===== src/phy_pm_consts.vh =====
// constants for the power-mode controller and pin-chain test block
`ifndef PHY_PM_CONSTS_VH
`define PHY_PM_CONSTS_VH
// register indices (byte address = 4 * index)
`define REG_BASIC_CTRL     8'h00
`define REG_PHY_CTRL1      8'h10
`define REG_AFE_CTRL       8'h11
`define REG_DIAG_CTRL      8'h16
`define REG_EXP_CTRL       8'h18
`define REG_PHY_CTRL2      8'h1f
`define REG_LINK_STATE     8'h20
`define REG_POWER_STATUS   8'h21
// field positions
`define BIT_SOFT_RESET     15
`define BIT_AUTONEG_EN     12
`define BIT_POWER_DOWN     11
`define BIT_PLL_AUTO_OFF   4
`define BIT_SLOW_OSC       5
`define BIT_CHAIN_TEST     5
`define BIT_SLEEP_DISABLE  11
`define BIT_POWER_SAVE     10
// reset values
`define RST_BASIC_CTRL     16'h1000
`define RST_PHY_CTRL1      16'h0000
`define RST_AFE_CTRL       16'h0000
`define RST_DIAG_CTRL      16'h0000
`define RST_EXP_CTRL       16'h0800
`define RST_PHY_CTRL2      16'h0000
// timing
// counts at the 50 ns clock: 1000 ns soft reset, 16 us link pulse period
`define SOFT_RESET_CYC     16'h0014
`define PULSE_PERIOD_CYC   16'h0140
`define PULSE_STRETCH      3'h4
`endif


===== src/phy_power_modes.v =====
// power-mode control, soft reset and pin-chain test with an apb register slave
`timescale 1ns/1ps
`include "phy_pm_consts.vh"

// Function
// [RQ1] software computes fault distance as nine-bit result times a calibratable constant
// [RQ2] in chain test, all digital inputs feed a nested nand chain onto txd1
// [RQ3] software enters chain test by setting bit 5 of register 16h
// [RQ4] chain order mdio, mdc, rxd1, rxd0, crs_dv, ref_clk, irq, txen, status_indicator_output_0, txd0
// [RQ5] test logic drives all inputs high, then pulls each low in order
// [RQ6] each successive input pulled low toggles the chain output, first high-to-low
// [RQ7] test logic flags an input faulty when pulling it low gives no toggle
// [RQ8] bit 10 of 1fh enables power saving while autoneg on and no link
// [RQ9] power saving is off after power-up
// [RQ10] clearing bit 11 of 18h enables energy-detect sleep; default disabled
// [RQ11] bit 4 of 10h also turns pll off during energy-detect sleep
// [RQ12] during energy-detect sleep link pulses keep being sent periodically
// [RQ13] bit 11 of 0h powers down all but management; clearing exits
// [RQ14] bit 5 of 11h switches the device onto the on-chip slow oscillator
// [RQ15] slow oscillator with power-down gives lowest power, management alive
// [RQ16] exit: clear slow-osc, clear power-down, then write soft reset bit
// [RQ17] soft reset bit clears itself when the reset completes
module phy_power_modes (
    input  wire        clk_i,              // 20 mhz system clock
    input  wire        rst_i,              // asynchronous reset, active high
    input  wire        psel_i,             // apb select
    input  wire        penable_i,          // apb enable
    input  wire        pwrite_i,           // apb direction, 1 = write
    input  wire [31:0] paddr_i,            // apb byte address
    input  wire [31:0] pwdata_i,           // apb write data
    output reg  [31:0] prdata_o,           // apb read data
    output reg         pready_o,           // apb ready
    output reg         pslverr_o,          // apb error on unmapped address
    input  wire        link_up_i,          // link present, same clock domain
    input  wire        energy_i,           // energy detected on cable, same domain
    input  wire [9:0]  chain_pins_i,       // chain pins in chain order, bit 0 first
    output reg         txd1_o,             // txd1 pin level (chain result in test)
    output reg         chain_mode_o,       // pin-chain test active
    output reg         save_blocks_off_o,  // receive blocks off in power saving
    output reg         sleep_o,            // energy-detect sleep in effect
    output reg         pll_off_o,          // pll switched off
    output reg         core_off_o,         // all but management powered down
    output reg         slow_osc_o,         // running on the on-chip slow oscillator
    output reg         link_pulse_o,       // link pulse request during sleep
    output reg         soft_reset_o        // internal soft reset in progress
);
    // one-hot soft reset states
    localparam [1:0] ST_IDLE  = 2'b01;
    localparam [1:0] ST_RESET = 2'b10;
    localparam [15:0] RESET_CYC = `SOFT_RESET_CYC;
    localparam [15:0] PULSE_CYC = `PULSE_PERIOD_CYC;

    wire [15:0] basic_ctrl;
    wire [15:0] phy_ctrl1;
    wire [15:0] afe_ctrl;
    wire [15:0] diag_ctrl;
    wire [15:0] exp_ctrl;
    wire [15:0] phy_ctrl2;
    reg [1:0]  state;
    reg [15:0] reset_cnt;
    reg [15:0] pulse_cnt;
    reg [2:0]  pulse_hold;
    reg [9:0]  pins_meta;
    reg [9:0]  pins_sync;
    reg [15:0] read_mux;
    reg        addr_hit;
    reg        chain_out;
    integer    k;

    wire [7:0] reg_index = paddr_i[9:2];
    wire       aligned   = (paddr_i[1:0] == 2'b00) && (paddr_i[31:10] == 22'h000000);
    wire       access    = psel_i && penable_i && !pready_o;
    // writes land on the edge that completes the transfer, address still standing
    wire       complete  = psel_i && penable_i && pready_o;
    wire       wr_en     = complete && pwrite_i && addr_hit;
    // a soft reset in progress swallows writes; the bus still gets its answer
    wire       bus_load  = wr_en && (state == ST_IDLE);
    wire       restore   = (state == ST_RESET) && (reset_cnt == 16'h0001);
    wire       load_basic = bus_load && (reg_index == `REG_BASIC_CTRL);
    wire       load_phy1  = bus_load && (reg_index == `REG_PHY_CTRL1);
    wire       load_afe   = bus_load && (reg_index == `REG_AFE_CTRL);
    wire       load_diag  = bus_load && (reg_index == `REG_DIAG_CTRL);
    wire       load_exp   = bus_load && (reg_index == `REG_EXP_CTRL);
    wire       load_phy2  = bus_load && (reg_index == `REG_PHY_CTRL2);
    wire       idle_link = basic_ctrl[`BIT_AUTONEG_EN] && !link_up_i;
    wire       save_on   = phy_ctrl2[`BIT_POWER_SAVE] && idle_link;             // RQ8
    wire       sleep_on  = !exp_ctrl[`BIT_SLEEP_DISABLE] && idle_link && !energy_i; // RQ10

    // register decode and read view
    always @* begin
        addr_hit = aligned;
        read_mux = 16'h0000;
        case (reg_index)
            `REG_BASIC_CTRL:   read_mux = basic_ctrl;
            `REG_PHY_CTRL1:    read_mux = phy_ctrl1;
            `REG_AFE_CTRL:     read_mux = afe_ctrl;
            `REG_DIAG_CTRL:    read_mux = diag_ctrl;
            `REG_EXP_CTRL:     read_mux = exp_ctrl;
            `REG_PHY_CTRL2:    read_mux = phy_ctrl2;
            `REG_LINK_STATE:   read_mux = {14'h0000, energy_i, link_up_i};
            `REG_POWER_STATUS: read_mux = {8'h00, soft_reset_o, link_pulse_o, slow_osc_o,
                                           core_off_o, pll_off_o, sleep_o,
                                           save_blocks_off_o, chain_mode_o};
            default:           addr_hit = 1'b0;
        endcase
        if (!aligned) begin
            addr_hit = 1'b0;
        end
    end

    // nested nand chain over the synchronised pins, first pin innermost
    always @* begin
        chain_out = 1'b1;
        for (k = 0; k < 10; k = k + 1) begin
            chain_out = ~(chain_out & pins_sync[k]); // RQ2
        end
    end

    // apb slave, one wait state: ready one cycle after the access phase begins
    always @(posedge clk_i or posedge rst_i) begin
        if (rst_i) begin
            pready_o  <= 1'b0;
            pslverr_o <= 1'b0;
            prdata_o  <= 32'h00000000;
        end else begin
            pready_o  <= access;
            pslverr_o <= access && !addr_hit;
            if (access && !pwrite_i) begin
                prdata_o <= addr_hit ? {16'h0000, read_mux} : 32'h00000000;
            end
        end
    end

    // control words; the end of a soft reset puts every one back to its default
    // so the reset bit in the basic word clears itself
    ctrl_word #(
        .RESET_VALUE (`RST_BASIC_CTRL)
    ) i_ctrl_word_basic (
        .clk_i     (clk_i),
        .rst_i     (rst_i),
        .restore_i (restore),        // RQ17
        .load_i    (load_basic),     // RQ13
        .data_i    (pwdata_i[15:0]),
        .value_o   (basic_ctrl)
    );

    ctrl_word #(
        .RESET_VALUE (`RST_PHY_CTRL1)
    ) i_ctrl_word_phy1 (
        .clk_i     (clk_i),
        .rst_i     (rst_i),
        .restore_i (restore),
        .load_i    (load_phy1),      // RQ11
        .data_i    (pwdata_i[15:0]),
        .value_o   (phy_ctrl1)
    );

    ctrl_word #(
        .RESET_VALUE (`RST_AFE_CTRL)
    ) i_ctrl_word_afe (
        .clk_i     (clk_i),
        .rst_i     (rst_i),
        .restore_i (restore),
        .load_i    (load_afe),       // RQ14
        .data_i    (pwdata_i[15:0]),
        .value_o   (afe_ctrl)
    );

    ctrl_word #(
        .RESET_VALUE (`RST_DIAG_CTRL)
    ) i_ctrl_word_diag (
        .clk_i     (clk_i),
        .rst_i     (rst_i),
        .restore_i (restore),
        .load_i    (load_diag),      // RQ3
        .data_i    (pwdata_i[15:0]),
        .value_o   (diag_ctrl)
    );

    // sleep disable bit set at power-up
    ctrl_word #(
        .RESET_VALUE (`RST_EXP_CTRL) // RQ10
    ) i_ctrl_word_exp (
        .clk_i     (clk_i),
        .rst_i     (rst_i),
        .restore_i (restore),
        .load_i    (load_exp),
        .data_i    (pwdata_i[15:0]),
        .value_o   (exp_ctrl)
    );

    // power saving off at power-up
    ctrl_word #(
        .RESET_VALUE (`RST_PHY_CTRL2) // RQ9
    ) i_ctrl_word_phy2 (
        .clk_i     (clk_i),
        .rst_i     (rst_i),
        .restore_i (restore),
        .load_i    (load_phy2),      // RQ8
        .data_i    (pwdata_i[15:0]),
        .value_o   (phy_ctrl2)
    );

    // soft reset sequencer; writes during the reset are dropped
    always @(posedge clk_i or posedge rst_i) begin
        if (rst_i) begin
            state     <= ST_IDLE;
            reset_cnt <= 16'h0000;
        end else begin
            case (state)
                ST_IDLE: begin
                    if (basic_ctrl[`BIT_SOFT_RESET]) begin
                        state     <= ST_RESET;
                        reset_cnt <= RESET_CYC; // RQ16
                    end
                end
                ST_RESET: begin
                    reset_cnt <= reset_cnt - 16'h0001;
                    if (reset_cnt == 16'h0001) begin
                        state <= ST_IDLE; // RQ17
                    end
                end
                default: begin
                    state     <= ST_IDLE;
                    reset_cnt <= 16'h0000;
                end
            endcase
        end
    end

    // chain pins come from the board, so two flops before the nand chain
    always @(posedge clk_i or posedge rst_i) begin
        if (rst_i) begin
            pins_meta <= 10'h000;
            pins_sync <= 10'h000;
        end else begin
            pins_meta <= chain_pins_i;
            pins_sync <= pins_meta; // RQ4
        end
    end

    // periodic link pulse while asleep; slow oscillator would stretch it in silicon
    always @(posedge clk_i or posedge rst_i) begin
        if (rst_i) begin
            pulse_cnt  <= 16'h0000;
            pulse_hold <= 3'h0;
        end else if (!sleep_on) begin
            pulse_cnt  <= 16'h0000;
            pulse_hold <= 3'h0;
        end else if (pulse_cnt == PULSE_CYC - 16'h0001) begin
            pulse_cnt  <= 16'h0000;
            pulse_hold <= `PULSE_STRETCH; // RQ12
        end else begin
            pulse_cnt <= pulse_cnt + 16'h0001;
            if (pulse_hold != 3'h0) begin
                pulse_hold <= pulse_hold - 3'h1;
            end
        end
    end

    // registered outputs
    always @(posedge clk_i or posedge rst_i) begin
        if (rst_i) begin
            txd1_o            <= 1'b0;
            chain_mode_o      <= 1'b0;
            save_blocks_off_o <= 1'b0;
            sleep_o           <= 1'b0;
            pll_off_o         <= 1'b0;
            core_off_o        <= 1'b0;
            slow_osc_o        <= 1'b0;
            link_pulse_o      <= 1'b0;
            soft_reset_o      <= 1'b0;
        end else begin
            chain_mode_o      <= diag_ctrl[`BIT_CHAIN_TEST];
            txd1_o            <= diag_ctrl[`BIT_CHAIN_TEST] ? chain_out : 1'b0; // RQ6
            save_blocks_off_o <= save_on || sleep_on || basic_ctrl[`BIT_POWER_DOWN];
            sleep_o           <= sleep_on;
            pll_off_o         <= (sleep_on && phy_ctrl1[`BIT_PLL_AUTO_OFF]) ||
                                 basic_ctrl[`BIT_POWER_DOWN]; // RQ11
            core_off_o        <= basic_ctrl[`BIT_POWER_DOWN]; // RQ13
            slow_osc_o        <= afe_ctrl[`BIT_SLOW_OSC];     // RQ14 RQ15
            link_pulse_o      <= sleep_on && (pulse_hold != 3'h0); // RQ12
            soft_reset_o      <= (state == ST_RESET);
        end
    end
endmodule // phy_power_modes

// one control word: takes a bus write, falls back to its default on any reset
module ctrl_word #(
    parameter [15:0] RESET_VALUE = 16'h0000 // contents after any reset
) (
    input  wire        clk_i,     // system clock
    input  wire        rst_i,     // asynchronous reset, active high
    input  wire        restore_i, // end of soft reset, back to default
    input  wire        load_i,    // bus write to this word
    input  wire [15:0] data_i,    // write data
    output reg  [15:0] value_o    // current contents
);
    // the restore outranks a bus write landing in the same cycle
    always @(posedge clk_i or posedge rst_i) begin
        if (rst_i) begin
            value_o <= RESET_VALUE;
        end else if (restore_i) begin
            value_o <= RESET_VALUE;
        end else if (load_i) begin
            value_o <= data_i;
        end
    end
endmodule // ctrl_word


===== config.mk =====
export PLATFORM = sky130hd
export DESIGN_NAME = phy_power_modes
export DESIGN_NICKNAME = d
export VERILOG_FILES = /design/src/phy_power_modes.v
export VERILOG_INCLUDE_DIRS = /design/src /design/src/src
export SDC_FILE = /design/constraint.sdc
export NUM_CORES = 1
export LEC_CHECK = 0
export ABC_AREA = 1
export BUFFER_PORTS_ARGS = -buffer_cell sky130_fd_sc_hd__buf_2
export CAP_MARGIN = 20
export CORE_MARGIN = 3
export CORE_UTILIZATION = 25
export CTS_CLUSTER_DIAMETER = 40
export DETAILED_ROUTE_END_ITERATION = 10
export PLACE_DENSITY_LB_ADDON = 0.1
export SYNTH_ARGS = -nofsm -noshare
export SYNTH_HDL_FRONTEND = slang
export SYNTH_SLANG_ARGS = --single-unit

===== constraint.sdc =====
create_clock -name clk_i -period 6.7 [get_ports clk_i]
set_clock_uncertainty 0.2 [all_clocks]
set_input_delay 0.67 -clock clk_i [delete_from_list [all_inputs] [get_ports clk_i]]
set_output_delay 0.67 -clock clk_i [all_outputs]
set_load 0.02 [all_outputs]

==> results.py <==
metrics = {
    "run_status": {
        "status": "finished clean",
    },
    "route": {
        "dr.first_iter.drc_count": 365,
        "vias": 6860,
        "antenna_left": 0,
        "drc": 0,
        "firstDrtPassIters": 5,
        "vias_per_cell": 4.33,
        "wl_um": 26200,
        "post_drt_wl_per_cell_um": 16.5,
    },
    "yosys": {
        "ys_warn_count": 0,
        "ys.flop_type": "dfrtp_1",
        "synth_area_leaders": "dfrtp_1 (51%), nand2_1 (17%), nand3_1 (6.9%)",
        "synth_top_area_cell": "dfrtp_1",
        "netlist-cell-type-count": 46,
        "async_flop_share_pct": 100,
        "synth_area_um2": 8630,
        "synth_edf_count": 0,
        "synth-seq-cells": 180,
        "synth_cells": 1048,
        "yosysSeqAreaShare_pct": 52.2,
        "avgSynthCellArea_um2": 8.24,
        "synth_top_area_share_pct": 51.3,
    },
    "worst_setup_path": {
        "r2r_setup_slack_ns": 3.95,
        "cpPeakStageDelay_ns": 0.69,
        "path_depth": 10,
        "crit_buf_inv": 4,
        "crit-reg2reg-capture": "i_ctrl_word_afe.value_o[2]$_DFFE_PP0P_",
        "crit_family": "simple AND/OR/NAND/NOR gates",
        "critPathSlowestCell": "nand4_4",
        "r2r_cells": 7,
        "rr_startpoint": "state[0]$_DFFE_PP1P_",
        "crit_path_end_kind": "flop",
        "crit_path_max_fanout": 18,
        "startpoint_type": "input port",
        "crit_type": "in -> reg",
        "cp_data_required_time_ns": 6.81,
        "worstPathCellList": "buf_2 -> inv_1 -> nand2_2 -> nor2_1 -> nand2_2 -> clkinv_1 -> nand4_4 -> clkinv_4 -> nand2_1 -> nand2_1",
        "arrival_ns": 2.92,
    },
    "cts": {
        "clk_pin_slew_ns": 0.07,
        "h-tree-depth": 4,
        "root_buffer": "clkbuf_16",
        "cts.hold.buffers_added": 0,
        "tritoncts": "done",
        "cts_sinks": 180,
        "cts_buffers": 17,
        "cts_buffer_depth": 2,
        "post_cts_buffers": 0,
        "post_cts_resized": 0,
        "worst_skew_pair.late_latency_ns": 0.43,
    },
    "global_route": {
        "grt.total_usage_pct": 14.6,
        "grt_max_degree": 120,
        "top_usage_layer": "met2",
        "use_met2_pct": 23.7,
        "grt_first_pass_wirelength_um": 40700,
        "use_met1_pct": 20.3,
        "grt-ovfl-total": 0,
        "met3_usage_pct": 2.45,
        "antenna_found_initial": 0,
        "grt_pass1_vias": 6852,
    },
    "timing": {
        "fin_crit_ns": 2.81,
        "fin_ws_ns": 3.89,
        "tightest_slew_ns": 0.882,
        "drv_slew": 0,
        "rsz0062_at_grt": "no",
        "setup_viol": 0,
        "relSlewSlack_pct": 40.8,
        "timing.final.crit_share_pct": 42.0,
        "clock.fmax_mhz": 356,
        "hold_viol_final": 0,
        "tns_ns": 0,
    },
    "placed_design": {
        "routabilityCongestion": 0.744,
        "post-place-ws_ns": 3.40,
        "placed_area_um2": 9400,
        "dpl.hpwl_um": 16600,
        "port_buffers": 91,
    },
    "cells_and_area": {
        "final_common_cell": "nand2_1",
        "final_area_um2": 9960,
        "area_growth_pct": 15.4,
        "drive_gt1_share_pct": 15.4,
        "antenna_cells": 0,
        "fill_cells": 3674,
        "layout.nets": 1216,
        "mostFrequentLayoutCells": "nand2_1 (394), dfrtp_1 (177), nand3_1 (119)",
    },
    "floorplan": {
        "start_util_pct": 25.6,
        "die_w_um": 192,
        "rows": 67,
        "core_area_um2": 33800,
        "die_h_um": 192,
        "die_area_um2": 36800,
        "ios": 124,
    },
    "power_and_ir_drop": {
        "power_leakage_nw": 5.31,
        "max-vdd-ir-drop_mv": 0.174,
        "p_per_area_nw_per_um2": 226,
        "p_total_mw": 2.25,
    },
    "flow_run": {
        "cap_violations": 0,
    },
    "hold_path": {
        "worstHoldStart": "pins_meta[8]$_DFF_PP0_",
        "hold_end": "pins_sync[8]$_DFF_PP0_",
        "min-delay-path-class": "reg -> reg",
        "hold_depth": 0,
    },
}
metrics by stage:
stage,cells,utilization (%),hold WS (ns)
6_report,1586,29.5,0.145
5_1_grt,1586,29.5,0.121
4_1_cts,1586,29.5,0.125
3_5_place_dp,1557,27.8,0.136
3_3_place_gp,1557,27.8,0.132
2_1_floorplan,1063,-,0.131
synthesized netlist by cell type, drive strengths merged, types with 6 or more instances:
| cell | instances |
|---|---|
| a21oi | 22 |
| buf | 45 |
| clkinv | 8 |
| dfrtp | 177 |
| ha | 7 |
| inv | 78 |
| nand2 | 401 |
| nand3 | 120 |
| nand4 | 29 |
| nor2 | 82 |
| nor3 | 10 |
| o21ai | 36 |
| xor2 | 6 |
routing by layer:
metal | vias to the layer above | share of wire [%]
li1 | 3465 | -
met1 | 3284 | 49
met2 | 103 | 47
met3 | 8 | 3.5
met4 | 0 | 0.55
met5 | - | 0
report_power, final:
part | switching, mW | internal, mW | leakage, nW
sequential | 0.00626 | 1.10 | 2.46
combinational | 0.0991 | 0.0393 | 2.58
clock | 0.440 | 0.563 | 0.274
how the worst max path moves through the flow:
stage / from / endpoint / slack (ns)
after floorplan: rst_i / chain_mode_o$_DFF_PP0_ / 0.95
after global placement: paddr_i[8] / i_ctrl_word_basic.value_o[11]$_DFFE_PP0P_ / 3.41
after detailed placement: paddr_i[8] / i_ctrl_word_basic.value_o[11]$_DFFE_PP0P_ / 3.40
after CTS: paddr_i[8] / i_ctrl_word_basic.value_o[11]$_DFFE_PP0P_ / 3.86
after global routing: state[0]$_DFFE_PP1P_ / i_ctrl_word_afe.value_o[14]$_DFFE_PP0P_ / 3.76
final: paddr_i[8] / i_ctrl_word_basic.value_o[4]$_DFFE_PP0P_ / 3.89
flip-flops by register name, indices dropped and copies added (netlist names), 10 cells and up:
register and count:
i_ctrl_word_afe.value_o 16, i_ctrl_word_basic.value_o 16, i_ctrl_word_diag.value_o 16, i_ctrl_word_exp.value_o 16, i_ctrl_word_phy1.value_o 16, i_ctrl_word_phy2.value_o 16
pins_meta 10, pins_sync 10, prdata_o 16, pulse_cnt 16, reset_cnt 16
layout make-up:
type / count / area (µm²) / share of cell area (%)
multi-input cells: 747 / 3480 / 35.0
clock inverters: 9 / 108 / 1.08
well taps: 448 / 561 / 5.63
flip-flops and latches: 180 / 4510 / 45.3
repair buffers: 96 / 493 / 4.95
inverters: 86 / 350 / 3.52
clock buffers: 20 / 457 / 4.58
cells by family (layout without fill, tap and decap cells):
logic type / count (synthesis) / count (layout) / share of synthesized area, %
DFF: 180 / 180 / 52.2
AOI/OAI and AO/OA: 69 / 69 / 4.77
and+or+nand+nor: 648 / 648 / 33.1
buffers and inverters: 136 / 211 / 8.16
other: 1 / 16 / 0.0434
xor gates and xnor gates: 7 / 7 / 0.710
adders and majority gates: 7 / 7 / 1.01
(Power assumes the default switching activity.)
